`src/hdl/atd_map.svh`:
```
`ifndef ATD_MAP_SVH
`define ATD_MAP_SVH
`define ATD_OP_TIMER_CTL   10'h2aa
`define ATD_OP_PRESCALER   10'h235
`define ATD_OP_PULLUP_ZERO 10'h22d
`define ATD_OP_PULLUP_ONE  10'h22e
`define ATD_RST_TIMER_CTL  1'h0
`define ATD_RST_PRESCALER  8'h00
`define ATD_RST_PULLUP     4'h0
`define ATD_RST_FLAG       1'h0
`define ATD_ACC_TIMER_BIT  0
`endif

```
`src/hdl/atd_pkg.sv`:
```
package atd_pkg;
    typedef enum logic [4:0] {
        ATD_OP_NONE       = 5'h01,
        ATD_OP_TIMER      = 5'h02,
        ATD_OP_PRESCALE   = 5'h04,
        ATD_OP_PU_ZERO    = 5'h08,
        ATD_OP_PU_ONE     = 5'h10
    } atd_op_t;
endpackage

```
`src/hdl/atd_decode.sv`:
```
// Summary of operation
// (RULE_01) Opcode 2aa copies accumulator bit 0 into the timer control bit.
// (RULE_02) Opcode 235 loads B high nibble, A low nibble into prescaler and reload.
// (RULE_03) Opcode 22d copies the accumulator into pull-up control zero.
// (RULE_04) Opcode 22e copies the accumulator into pull-up control one.
// (RULE_05) Transfers never touch carry nor skip; destinations update at cycle end.
`include "atd_map.svh"

module atd_decode
    import atd_pkg::*;
(
    // Clock and reset.
    input  wire logic       clock,
    input  wire logic       nrst,
    // Instruction fetch side.
    input  wire logic       instr_valid,
    input  wire logic [9:0] instr_word,
    input  wire logic [3:0] acc,
    input  wire logic [3:0] reg_b,
    // Peripheral side.
    output logic            timer_control_bit_reg,
    output logic [7:0]      prescaler_reload_reg,
    output logic [7:0]      prescaler_counter,
    output logic            prescaler_load_reg,
    output logic [3:0]      pullup_control_zero,
    output logic [3:0]      pullup_control_one,
    // Core status side.
    output logic            carry_touch_reg,
    output logic            skip_next_reg
);

    function automatic atd_op_t decode_op(input logic v, input logic [9:0] w);
        decode_op = ATD_OP_NONE;
        if (v) begin
            case (w)
                `ATD_OP_TIMER_CTL:   decode_op = ATD_OP_TIMER;
                `ATD_OP_PRESCALER:   decode_op = ATD_OP_PRESCALE;
                `ATD_OP_PULLUP_ZERO: decode_op = ATD_OP_PU_ZERO;
                `ATD_OP_PULLUP_ONE:  decode_op = ATD_OP_PU_ONE;
                default:             decode_op = ATD_OP_NONE;
            endcase
        end
    endfunction

    atd_op_t op;
    assign op = decode_op(instr_valid, instr_word);

    always_ff @(posedge clock) begin
        if (!nrst) begin
            timer_control_bit_reg <= `ATD_RST_TIMER_CTL;
        end else if (op == ATD_OP_TIMER) begin
            timer_control_bit_reg <= acc[`ATD_ACC_TIMER_BIT]; // RULE_01
        end
    end

    // The counter is only preset here; counting lives in the timer block, which
    // watches the load pulse so that its own count never fights this write.
    always_ff @(posedge clock) begin
        if (!nrst) begin
            prescaler_reload_reg <= `ATD_RST_PRESCALER;
            prescaler_counter    <= `ATD_RST_PRESCALER;
        end else if (op == ATD_OP_PRESCALE) begin
            prescaler_reload_reg <= {reg_b, acc}; // RULE_02
            prescaler_counter    <= {reg_b, acc}; // RULE_02
        end
    end

    // Back-to-back loads keep the pulse high, one cycle for each load taken.
    always_ff @(posedge clock) begin
        if (!nrst) begin
            prescaler_load_reg <= `ATD_RST_FLAG;
        end else begin
            prescaler_load_reg <= (op == ATD_OP_PRESCALE); // RULE_02
        end
    end

    always_ff @(posedge clock) begin
        if (!nrst) begin
            pullup_control_zero <= `ATD_RST_PULLUP;
        end else if (op == ATD_OP_PU_ZERO) begin
            pullup_control_zero <= acc; // RULE_03
        end
    end

    always_ff @(posedge clock) begin
        if (!nrst) begin
            pullup_control_one <= `ATD_RST_PULLUP;
        end else if (op == ATD_OP_PU_ONE) begin
            pullup_control_one <= acc; // RULE_04
        end
    end

    // These instructions own no flags, so both status outputs stay low.
    always_ff @(posedge clock) begin
        if (!nrst) begin
            carry_touch_reg <= `ATD_RST_FLAG;
            skip_next_reg   <= `ATD_RST_FLAG;
        end else begin
            carry_touch_reg <= 1'h0; // RULE_05
            skip_next_reg   <= 1'h0; // RULE_05
        end
    end
endmodule

```
`config.mk`:
```
export PLATFORM = sky130hd
export DESIGN_NAME = atd_decode
export DESIGN_NICKNAME = d
export VERILOG_FILES = /design/src/hdl/atd_pkg.sv /design/src/hdl/atd_decode.sv
export VERILOG_INCLUDE_DIRS = /design/src /design/src/hdl
export SDC_FILE = /design/constraint.sdc
export NUM_CORES = 1
export LEC_CHECK = 0
export ABC_CLOCK_PERIOD_IN_PS = 1100
export BUFFER_PORTS_ARGS = -buffer_cell sky130_fd_sc_hd__buf_2
export CORE_MARGIN = 1.5
export CORE_UTILIZATION = 42
export CTS_CLUSTER_SIZE = 16
export DETAILED_ROUTE_END_ITERATION = 16
export PLACE_DENSITY_LB_ADDON = 0.05
export REMOVE_ABC_BUFFERS = 1
export SLEW_MARGIN = 10
export SYNTH_ARGS = -nofsm -noshare
export SYNTH_HDL_FRONTEND = slang
export SYNTH_SLANG_ARGS = --single-unit
export TNS_END_PERCENT = 10
```
`constraint.sdc`:
```
create_clock -name clock -period 1.1 [get_ports clock]
set_input_delay 0.165 -clock clock [delete_from_list [all_inputs] [get_ports clock]]
set_output_delay 0.165 -clock clock [all_outputs]
set_load 0.01 [all_outputs]
```
==> out/qor.csv <==
metric,value,unit
largest_reg_flops,8,
layout-drive-gt1-share,0.457,
numClockSinks,18,
dieArea,2270,µm²
stdcell_area,1060,µm²
maxSlewViolCount,0,
grt_usage,0.142,
clockRootBuffer,clkbuf_4,
grt_overflow_total,0,
cts_buffer_depth,2,
crit_buf_inv,1,
post_cts.repair.setup_buffers,0,
swShare,0.216,
finalCriticalPeriod,0.966,ns
rsz0062_at_grt,false,
holdCritPathClass,in2reg,
final_common_cell,buf_2,
postSynthCellCount,87,
power_leakage,0.617,nW
grt_pass1_vias,547,
cellPowerDensity,1070,nW/µm²
design_power_total,1.14,mW
crit_path_top_delay_cell,dfxtp_1,
avgSynthCellArea,9.64,µm²
hold_ws,0.103,ns
antenna_cells,0,
regMostFlops,prescaler_counter,
vias,683,
start_kind,flop,
netlist_area,838,µm²
wl_per_cell,10.3,µm
finalWirelength,1570,µm
cap_violations,0,
firstDrtPassIters,4,
yosys_register_bits,18,
nets,149,
path_class,reg2out,
h-tree-depth,1,
final_cell_count_no_fill,152,
cts_made_buffers,3,
area_growth,26.9,%
synth_warnings,0,
ant_nets,0,
grt_start_max_net_pins,17,
drc,0,
cts.repair.resized,0,
status,finished clean,
fmax,1040,MHz
ys_seq_area_frac,0.430,
hold_viol_final,0,
setup_viol,0,
layout_common_cells,"buf_2 (46), nand2_1 (25), dfxtp_1 (18), mux2i_1 (17), nand3_1 (4)",
cts_tree,built,
setup_tns,0,ns
start_util,0.465,
dp_cells,148,
via_per_inst,4.49,
first_iter_violations,5,
reg2reg_slack,0.49,ns
clkTransAtPathRegs,0.10,ns
clkPwrFrac,0.354,
endpoint_kind,primary output,
yosys.cell_types.count,16,
p_int,0.895,mW
vdd_drop_max,0.000926,V
antenna_found_initial,0,
finalClockSkew,0,ns
hold_buffers,0,
die_h,47.7,µm
arrival,0.80,ns
ioPinCount,49,
row_count,15,
dpl_cell_area,1030,µm²
die_w,47.7,µm
power_frac_seq,0.571,
grt_first_pass_wirelength,2250,µm
required,0.94,ns
gp_congestion,0.643,
path_max_fanout,3,
power_switching,0.246,mW
largestRegisters,"prescaler_counter x8, pullup_control_one x4, pullup_control_zero x4",
cp_cell_sequence,buf_2,
hpwlAfterDp,1190,µm
insertion_delay,0.29,ns
fin_crit_sh,0.878,
coreArea,1800,µm²
critPathTopFamily,flip-flops,
critPathMaxStageDelay,0.37,ns
p_comb_frac,0.075,
io_buffer_count,46,
## synth_stat cells
| master | number | area (µm²) |
|---|---|---|
| and2_2 | 1 | 7.51 |
| nand3_1 | 4 | 20.0 |
| and4b_1 | 1 | 10.0 |
| buf_6 | 1 | 11.3 |
| and4b_2 | 1 | 11.3 |
| mux2i_1 | 17 | 170 |
| clkbuf_1 | 2 | 7.51 |
| and4bb_1 | 1 | 12.5 |
| nand2_1 | 25 | 93.8 |
| nor3b_4 | 1 | 18.8 |
| dfxtp_1 | 18 | 360 |
| conb_1 | 1 | 3.75 |
| buf_4 | 10 | 75.1 |
| buf_2 | 1 | 5.00 |
| and3_1 | 1 | 6.26 |
| and4bb_2 | 2 | 25.0 |
## cell type report
cell class	instances	area, µm²
timing repair buffer	49	253
clock buffer	4	36.3
tap	25	31.3
multi-input combinational	56	383
sequential	18	360
fill	180	738
## power groups by stage
stage                     logic (mW)  registers, mW  clock network, mW
final                         0.0851          0.652              0.404
after global routing          0.0947          0.652              0.444
after CTS                     0.0853          0.652              0.415
after detailed placement      0.0844          0.667                  0
after global placement        0.0840          0.667                  0
after floorplan               0.0271          0.667                  0
## routing by layer
metal	part of all wire	GRT usage
met1	0.49	0.192
met2	0.42	0.216
met3	0.071	0.0340
met4	0.015	0.0649
met5	0	0
## path summary, 6_finish.rpt
check                                      start                             endpoint  depth (start not counted)
min                                     reg_b[2]    prescaler_counter[6]$_SDFFE_PN0N_                          3
min reg2reg  pullup_control_zero[2]$_SDFFE_PN0N_  pullup_control_zero[2]$_SDFFE_PN0N_                          2
max            prescaler_counter[3]$_SDFFE_PN0N_              prescaler_reload_reg[3]                          1
max reg2reg    prescaler_counter[3]$_SDFFE_PN0N_    prescaler_counter[3]$_SDFFE_PN0N_                          2
## kinds of logic (layout without fill, tap and decap cells)
logic type | Yosys count | count (layout) | share of synthesized area
simple gates | 37 | 37 | 0.245
flops | 18 | 18 | 0.430
mux | 17 | 17 | 0.203
buf+inv | 14 | 53 | 0.118
other cells | 1 | 2 | 0.00447
## through the flow
step / utilization / worst slack (ns)
CTS: 0.590 / 0.129
global route: 0.590 / 0.0809
global placement: 0.570 / -0.0692
floorplan: - / 0.128
detailed placement: 0.570 / -0.0862
finish: 0.590 / 0.134
No activity file was read; power rests on OpenSTA's default activity.
